**config.mk**
```make
export PLATFORM = sky130hd
export DESIGN_NAME = ccr_regs
export DESIGN_NICKNAME = d
export VERILOG_FILES = /design/src/rtl/ccr_pkg.sv /design/src/rtl/ccr_ads_gap.sv /design/src/rtl/ccr_regs.sv
export SDC_FILE = /design/constraint.sdc
export NUM_CORES = 1
export LEC_CHECK = 0
export BUFFER_PORTS_ARGS = -buffer_cell sky130_fd_sc_hd__buf_4
export CAP_MARGIN = 20
export CORE_MARGIN = 2
export CORE_UTILIZATION = 43
export CTS_CLUSTER_DIAMETER = 50
export CTS_CLUSTER_SIZE = 12
export DETAILED_ROUTE_END_ITERATION = 16
export GPL_TIMING_DRIVEN = 0
export PLACE_DENSITY_LB_ADDON = 0.12
export REMOVE_ABC_BUFFERS = 1
export SLEW_MARGIN = 20
export SYNTH_ARGS = -nofsm -noshare
export SYNTH_HDL_FRONTEND = slang
export SYNTH_SLANG_ARGS = --single-unit
```
**constraint.sdc**
```tcl
create_clock -name ref_clk -period 2.2 [get_ports ref_clk]
set_input_delay 0.22 -clock ref_clk [delete_from_list [all_inputs] [get_ports ref_clk]]
set_output_delay 0.22 -clock ref_clk [all_outputs]
set_load 0.05 [all_outputs]
```
**src/rtl/ccr_pkg.sv**
```systemverilog
// Constants shared by the configuration control register bank.
// Assumes an 8-bit I/O data path and byte-wide register indexes.
package ccr_pkg;
  // I/O ports for index selection and data transfer.
  localparam logic [15:0] IDX_PORT = 16'h0022;
  localparam logic [15:0] DATA_PORT = 16'h0023;
  // Register indexes.
  localparam logic [7:0] IDX_CTRL0 = 8'hC0;
  localparam logic [7:0] IDX_CTRL1 = 8'hC1;
  localparam logic [7:0] IDX_CTRL2 = 8'hC2;
  // Field positions, first control register.
  localparam int B0_UNCACHED = 1;
  // Field positions, second control register.
  localparam int B1_SMM_PIN = 1;
  localparam int B1_SMM_MEM = 2;
  localparam int B1_NO_LOCK = 4;
  localparam int B1_SMM_REGION = 7;
  // Field positions, third control register.
  localparam int B2_SLOW_ADS = 1;
  localparam int B2_NW_LOCK = 2;
  localparam int B2_SUSPEND_ON_HALT = 3;
  localparam int B2_WPROT = 4;
  localparam int B2_SUSPEND_REQUEST_INPUT_PIN = 7;
  // Implemented bits; all others are reserved and read as zero.
  localparam logic [7:0] MASK0 = 8'h02;
  localparam logic [7:0] MASK1 = 8'h96;
  localparam logic [7:0] MASK2 = 8'h9E;
  localparam logic [7:0] CTRL_RESET = 8'h00;
  // Legacy region from 640 KB up to 1 MB.
  localparam logic [31:0] REGION_LO = 32'h000A_0000;
  localparam logic [31:0] REGION_END = 32'h0010_0000;
  // Idle level of the two active-low pins sampled here.
  localparam logic [1:0] PIN_IDLE = 2'h3;
endpackage : ccr_pkg

```
**src/rtl/ccr_ads_gap.sv**
```systemverilog
// Idle insertion between back-to-back non-pipelined bus cycles.
// Assumes cycleDone marks the sampled burst ready of a cycle's last transfer.
`timescale 1ns/1ns
`default_nettype none
module ccr_ads_gap (
  // Clock and reset.
  input wire logic ref_clk,
  input wire logic arst_n,
  // Control.
  input wire logic slowAds,
  // Bus sequencing.
  input wire logic cycleDone,
  input wire logic adsReq,
  output logic adsGo
);
  logic idle_q;
  logic idle_d;

  // One idle clock follows burst ready only in slow mode.
  assign idle_d = cycleDone & slowAds;
  assign adsGo = adsReq & ~idle_q;

  always_ff @(posedge ref_clk or negedge arst_n) begin
    if (!arst_n) begin
      idle_q <= 1'b0;
    end else begin
      idle_q <= idle_d;
    end
  end
endmodule : ccr_ads_gap
`default_nettype wire

```
**src/rtl/ccr_regs.sv**
```systemverilog
// Bank of the first three configuration control registers and the logic they steer.
// Assumes core, cache and bus logic share ref_clk; only the two control pins are asynchronous.
`timescale 1ns/1ns
`default_nettype none
module ccr_regs (
  // Clock and reset.
  input wire logic ref_clk,
  input wire logic arst_n,
  // Configuration I/O port.
  input wire logic [15:0] ioAddr,
  input wire logic ioWrEn,
  input wire logic ioRdEn,
  input wire logic [7:0] ioWrData,
  output logic ioHit,
  output logic [7:0] ioRdData,
  output logic ioRdValid,
  // Memory access attributes.
  input wire logic [31:0] memAddr,
  input wire logic memCacheableIn,
  output logic regionNonCacheable,
  output logic regionWriteProtect,
  // System management.
  input wire logic smmIntIn_n,
  input wire logic smmRegion3Hit,
  input wire logic inSmmMode,
  output logic smiToCore,
  output logic smmActiveOut_n,
  output logic smmSpaceHit,
  output logic routeToSmmMemory,
  // Bus locking.
  input wire logic coreLockReq,
  input wire logic pageTableCycle,
  input wire logic intAckCycle,
  output logic lockOut_n,
  output logic executeLocked,
  output logic lockedCacheAllowed,
  // Bus cycle sequencing.
  input wire logic cycleDone,
  input wire logic adsReq,
  output logic adsGo,
  // Cache no-write bit.
  input wire logic nwWrEn,
  input wire logic nwWrData,
  output logic cacheNoWrite,
  // Suspend.
  input wire logic haltExec,
  input wire logic suspReqIn_n,
  input wire logic suspendedCore,
  output logic suspendEnter,
  output logic suspendReqToCore,
  output logic suspAckOut_n,
  output logic suspAckOe
);
  logic [7:0] ctrl0_q;
  logic [7:0] ctrl1_q;
  logic [7:0] ctrl2_q;
  logic [7:0] idx_q;
  logic idxValid_q;
  logic [7:0] rdData_q;
  logic rdValid_q;
  logic nw_q;
  logic suspEnter_q;
  logic [1:0] pinRaw;
  logic [1:0] sync1_q;
  logic [1:0] sync2_q;
  logic [1:0] sync3_q;
  logic [1:0] pin_q;

  // Register fields.
  logic legacyRegionUncached;
  logic smmPinEnable;
  logic smmMemoryAccess;
  logic lockSuppress;
  logic smmRegionSelect;
  logic slowAddressStrobe;
  logic noWriteLock;
  logic suspendOnHalt;
  logic regionWriteProtectEn;
  logic suspendPinEnable;

  assign legacyRegionUncached = ctrl0_q[ccr_pkg::B0_UNCACHED];
  assign smmPinEnable = ctrl1_q[ccr_pkg::B1_SMM_PIN];
  assign smmMemoryAccess = ctrl1_q[ccr_pkg::B1_SMM_MEM];
  assign lockSuppress = ctrl1_q[ccr_pkg::B1_NO_LOCK];
  assign smmRegionSelect = ctrl1_q[ccr_pkg::B1_SMM_REGION];
  assign slowAddressStrobe = ctrl2_q[ccr_pkg::B2_SLOW_ADS];
  assign noWriteLock = ctrl2_q[ccr_pkg::B2_NW_LOCK];
  assign suspendOnHalt = ctrl2_q[ccr_pkg::B2_SUSPEND_ON_HALT];
  assign regionWriteProtectEn = ctrl2_q[ccr_pkg::B2_WPROT];
  assign suspendPinEnable = ctrl2_q[ccr_pkg::B2_SUSPEND_REQUEST_INPUT_PIN];

  // Port decode. Only these three indexes are answered here, and they need
  // no map enable, so nothing else gates them.
  logic idxPortWr;
  logic dataPortWr;
  logic dataPortRd;
  logic wrIdxOurs;
  logic dataHit;
  logic selCtrl0;
  logic selCtrl1;
  logic selCtrl2;
  logic [7:0] rdMux;

  assign idxPortWr = ioWrEn & (ioAddr == ccr_pkg::IDX_PORT);
  assign dataPortWr = ioWrEn & (ioAddr == ccr_pkg::DATA_PORT);
  assign dataPortRd = ioRdEn & (ioAddr == ccr_pkg::DATA_PORT);
  assign wrIdxOurs = (ioWrData == ccr_pkg::IDX_CTRL0) | (ioWrData == ccr_pkg::IDX_CTRL1) |
                     (ioWrData == ccr_pkg::IDX_CTRL2);
  assign dataHit = (dataPortWr | dataPortRd) & idxValid_q;
  // Reads of the index port always go out to the bus.
  assign ioHit = (idxPortWr & wrIdxOurs) | dataHit;
  assign selCtrl0 = idx_q == ccr_pkg::IDX_CTRL0;
  assign selCtrl1 = idx_q == ccr_pkg::IDX_CTRL1;
  assign selCtrl2 = idx_q == ccr_pkg::IDX_CTRL2;
  assign rdMux = selCtrl0 ? ctrl0_q : (selCtrl1 ? ctrl1_q : (selCtrl2 ? ctrl2_q : 8'h00));
  assign ioRdData = rdData_q;
  assign ioRdValid = rdValid_q;

  // Index selection. Every data port access consumes the selection, so a second
  // data access without a fresh index falls through to an external cycle.
  always_ff @(posedge ref_clk or negedge arst_n) begin
    if (!arst_n) begin
      idx_q <= 8'h00;
      idxValid_q <= 1'b0;
    end else if (idxPortWr) begin
      idx_q <= ioWrData;
      idxValid_q <= wrIdxOurs;
    end else if (dataPortWr | dataPortRd) begin
      idxValid_q <= 1'b0;
    end
  end

  // Register writes store implemented bits only, so reserved bits read zero.
  logic wrCtrl0;
  logic wrCtrl1;
  logic wrCtrl2;
  assign wrCtrl0 = dataPortWr & idxValid_q & selCtrl0;
  assign wrCtrl1 = dataPortWr & idxValid_q & selCtrl1;
  assign wrCtrl2 = dataPortWr & idxValid_q & selCtrl2;

  always_ff @(posedge ref_clk or negedge arst_n) begin
    if (!arst_n) begin
      ctrl0_q <= ccr_pkg::CTRL_RESET;
      ctrl1_q <= ccr_pkg::CTRL_RESET;
      ctrl2_q <= ccr_pkg::CTRL_RESET;
    end else begin
      if (wrCtrl0) begin
        ctrl0_q <= ioWrData & ccr_pkg::MASK0;
      end
      if (wrCtrl1) begin
        ctrl1_q <= ioWrData & ccr_pkg::MASK1;
      end
      if (wrCtrl2) begin
        ctrl2_q <= ioWrData & ccr_pkg::MASK2;
      end
    end
  end

  // Read data comes from a flop one clock after the request.
  always_ff @(posedge ref_clk or negedge arst_n) begin
    if (!arst_n) begin
      rdData_q <= 8'h00;
      rdValid_q <= 1'b0;
    end else begin
      rdValid_q <= dataPortRd & idxValid_q;
      if (dataPortRd & idxValid_q) begin
        rdData_q <= rdMux;
      end
    end
  end

  // Legacy region attributes.
  logic memInRegion;
  assign memInRegion = (memAddr >= ccr_pkg::REGION_LO) & (memAddr < ccr_pkg::REGION_END);
  assign regionNonCacheable = memInRegion & (legacyRegionUncached | ~memCacheableIn);
  assign regionWriteProtect = memInRegion & regionWriteProtectEn &
                              memCacheableIn & ~legacyRegionUncached;

  // Pin synchronisers: a level counts once the second and third stages agree.
  assign pinRaw = {suspReqIn_n, smmIntIn_n};
  genvar g;
  generate
    for (g = 0; g < 2; g++) begin : gSync
      always_ff @(posedge ref_clk or negedge arst_n) begin
        if (!arst_n) begin
          sync1_q[g] <= ccr_pkg::PIN_IDLE[g];
          sync2_q[g] <= ccr_pkg::PIN_IDLE[g];
          sync3_q[g] <= ccr_pkg::PIN_IDLE[g];
          pin_q[g] <= ccr_pkg::PIN_IDLE[g];
        end else begin
          sync1_q[g] <= pinRaw[g];
          sync2_q[g] <= sync1_q[g];
          sync3_q[g] <= sync2_q[g];
          if (sync2_q[g] == sync3_q[g]) begin
            pin_q[g] <= sync3_q[g];
          end
        end
      end
    end
  endgenerate

  // System management. The region select is trusted to be set together with the
  // pin enable; without it no smm space exists and smm memory is never reached.
  assign smmSpaceHit = smmRegionSelect & smmRegion3Hit;
  assign routeToSmmMemory = smmSpaceHit & (smmMemoryAccess | inSmmMode);
  assign smiToCore = smmPinEnable & ~smmMemoryAccess & ~pin_q[0];
  assign smmActiveOut_n = ~(smmPinEnable & inSmmMode);

  // Bus locking.
  logic lockExempt;
  assign lockExempt = pageTableCycle | intAckCycle;
  assign lockOut_n = ~(coreLockReq & (~lockSuppress | pageTableCycle));
  assign executeLocked = coreLockReq & (~lockSuppress | lockExempt);
  assign lockedCacheAllowed = memCacheableIn & ~executeLocked;

  // Idle insertion before the next address strobe.
  ccr_ads_gap uAdsGap (
    .ref_clk(ref_clk),
    .arst_n(arst_n),
    .slowAds(slowAddressStrobe),
    .cycleDone(cycleDone),
    .adsReq(adsReq),
    .adsGo(adsGo)
  );

  // Cache no-write bit; a locked bit drops writes without any error.
  always_ff @(posedge ref_clk or negedge arst_n) begin
    if (!arst_n) begin
      nw_q <= 1'b0;
    end else if (nwWrEn & ~noWriteLock) begin
      nw_q <= nwWrData;
    end
  end
  assign cacheNoWrite = nw_q;

  // Suspend.
  always_ff @(posedge ref_clk or negedge arst_n) begin
    if (!arst_n) begin
      suspEnter_q <= 1'b0;
    end else begin
      suspEnter_q <= haltExec & suspendOnHalt;
    end
  end
  assign suspendEnter = suspEnter_q;
  assign suspendReqToCore = suspendPinEnable & ~pin_q[1];
  assign suspAckOut_n = ~(suspendPinEnable & suspendedCore);
  assign suspAckOe = suspendPinEnable;
endmodule : ccr_regs
`default_nettype wire

```
==> run metrics <==
Setup violations, final 0; post-synthesis sequential area ratio 53.49%; Final Slew Violations 0; crit path cell chain nor2_1 -> nand4_1 -> nor4b_4 -> mux2_4; Synth cell types 38; TritonCTS clock tree built; setup TNS 0 ns; Bufs on Longest Clock Path 2; first-pass GRT wire length 5637 um; uppermost routed layer met4; routed vias/inst around 5.0; largest net degree at the start of global routing 37; Row Count 22; Avg WL per Cell between 10 and 15 um; number of synthesized flops with an enable pin 0; dpl cells approximately 260; drc violations 0; layout overhead on the synthesized area 42.54%; Critical Path Source Type register; total clock sinks 36; input/output buffers just under 80; vias in the first global route 1244; Final Cycle Share 91.83%; total power 1.302 mW; Critical Path AT 2.19 ns; RSZ-0062 raised after global routing false; routed wire length on met2 1792 um; Ports 99; number of CTS-inserted buffers 5; H-tree depth 2; DR pass1 iterations 4; Primary FF master, synth dfrtp_1; Max Fclk 495.0 MHz; WP buf/inv 0; Pwr Density ~540 mW/mm^2; Detailed Route Iter0 Violations 19; yosys warns 0; clock transition at the registers of the reported paths approximately 0.080 ns; Worst path top cell family by delay simple AND/OR/NAND/NOR gates; CP endpoint kind register; Max-cap violations 0; post-route ant nets 0; overall routed net length approximately 3700 um; CP peak stage delay around 0.67 ns; status complete, no violations; Die Area around 0.0045 sq mm; Final Hold Vio Count 0; static leakage 1.202 nW; fill count ~310; Final Instance Count excl. Fillers 267; Hold Slack 0.03639 ns; diodes inserted 0; share of layout cells above drive strength 1 a little under three fifths; initial antenna violation count 0; area of the mapped netlist ~0.0017 sq mm; met1 WL 1523 um; minimum clock period 2.020 ns; clk_skew 0.008172 ns; root buffer cell clkbuf_8; gp weighted congestion 0.8166; Final nets 292; Slew @ Worst Pin 0.5480 ns; Hold/Removal Path Class primary input to register; critical path class register to register; asr flop ratio synth 100.0%; Post-CTS Setup Repair Bufs 0; worst ir drop on vdd approximately 0.35 mV; Tot GR Track Use between 15 and 20%; Die X 66.93 um; worst-path fanout max 8; synthesized area per cell 12.71 sq um; Via Count 1344; clock latency on the worst-skew pair 0.28 ns; Die H between 60 and 70 um; Yosys reg bits 36; gr ovfl total 0; Slowest-stage cell, CP nor4b_4; worst path required time 2.37 ns; Met3 Wirelength 351 um; HPWL Detailed 2922 um; Initial Util 45.49%; Syn Inst Count 134; total core area 0.003744 sq mm; Slew HR 63.32%
==> cells in the final DEF, fill, tap and decap left out, types with 2 or more instances in the layout <==
master / instances
nor2b_1: 6
conb_1: 3
buf_4: 78
mux2_2: 14
nor4b_4: 3
a22oi_1: 3
maj3_1: 2
nor2_1: 8
nand3_1: 2
nor3_1: 2
nand2b_1: 2
dfstp_2: 8
clkbuf_8: 5
clkinv_2: 2
dfrtp_1: 28
and2_1: 3
a21o_1: 4
a21oi_1: 3
o21ai_0: 3
nand2_1: 7
mux2_4: 5
nor4_1: 6
nand4_1: 4
==> kinds of logic (layout without fill, tap and decap cells) <==
family / count (synthesis) / after routing / share of synthesized area, %
fa+ha+maj: 2 / 2 / 1.176
other cells: 1 / 3 / 0.2202
simple gates: 53 / 53 / 22.19
compound gates: 16 / 16 / 6.245
mux: 21 / 21 / 14.92
flops: 36 / 36 / 53.49
buf+inv: 5 / 88 / 1.763
==> final cells by class <==
type                    count  area [sq um]  area share [%]
clock inverters             3         18.77          0.7732
flip-flops and latches     36         910.9           37.53
repair buffers             79         595.6           24.54
inverters                   1         3.754          0.1546
well taps                  48         60.06           2.474
multi-input cells          95         769.5           31.70
clock buffers               5         68.82           2.835
==> layer usage <==
metal | vias to the layer above | track usage [%]
li1 | 657 | -
met2 | 56 | 28.75
met4 | 0 | 6.122
met1 | 627 | 20.63
met3 | 4 | 4.899
met5 | - | 0
==> registers in the layout, indices dropped and copies added (netlist names), 2 cells and up <==
register	count
ctrl1_q	4
ctrl2_q	5
idx_q	8
ioRdData	5
pin_q	2
sync1_q	2
sync2_q	2
sync3_q	2
==> synth_stat cells (2+ instances only) <==
cell type	instances	area [sq um]
nor4_1	6	37.54
nor2_1	8	30.03
mux2_4	5	75.07
nand2_1	7	26.28
nor3_1	2	10.01
maj3_1	2	20.02
nand2b_1	2	12.51
nand4_1	4	25.02
nand3_1	2	10.01
dfstp_2	8	210.2
buf_4	3	22.52
a21oi_1	3	15.01
dfrtp_1	28	700.7
nor2b_1	6	37.54
a21o_1	4	30.03
mux2_2	14	157.7
o21ai_0	3	15.01
a22oi_1	3	22.52
nor4b_4	3	71.32
and2_1	3	18.77
==> report_power, final <==
group / leakage, nW / internal, mW / switching [mW] / total [mW]
combinational: 0.681 / 0.0847 / 0.0811 / 0.166
sequential: 0.473 / 0.680 / 0.00510 / 0.685
clock: 0.0479 / 0.220 / 0.231 / 0.451
==> final timing paths <==
path | start | slack [ns] | end | cells past startpoint
worst max register to register | idx_q[5]$_DFFE_PN0P_ | 0.18 | ctrl2_q[2]$_DFFE_PN0P_ | 4
min in group asynchronous | arst_n | 0.43 | ctrl1_q[1]$_DFFE_PN0P_ | 2
worst min-delay path | suspReqIn_n | 0.04 | sync1_q[1]$_DFF_PN1_ | 1
worst max-delay path | idx_q[5]$_DFFE_PN0P_ | 0.18 | ctrl2_q[2]$_DFFE_PN0P_ | 4
max in group asynchronous | arst_n | 1.43 | sync1_q[0]$_DFF_PN1_ | 2
worst min register to register | sync1_q[1]$_DFF_PN1_ | 0.36 | sync2_q[1]$_DFF_PN1_ | 0
==> worst register-to-register path, cell delays in order, from the launching register on <==
cell     delay, ns
dfrtp_1       0.38
nor2_1        0.13
nand4_1       0.38
nor4b_4       0.67
mux2_4        0.35
==> stage by stage <==
step	cell area [sq um]	setup slack [ns]	util (%)
floorplan	1684	-0.2741	-
global placement	2330	0.2260	62.23
detailed placement	2330	0.1534	62.23
CTS	2427	0.1511	64.84
global route	2427	0.05567	64.84
finish	2427	0.1798	64.84
==> timing repair <==
action | in CTS | in global routing
gates resized for setup | 0 | 0
hold buffers | 1 | 0
endpoints found under the hold margin | 28 | 0
(Power assumes the default switching activity.)
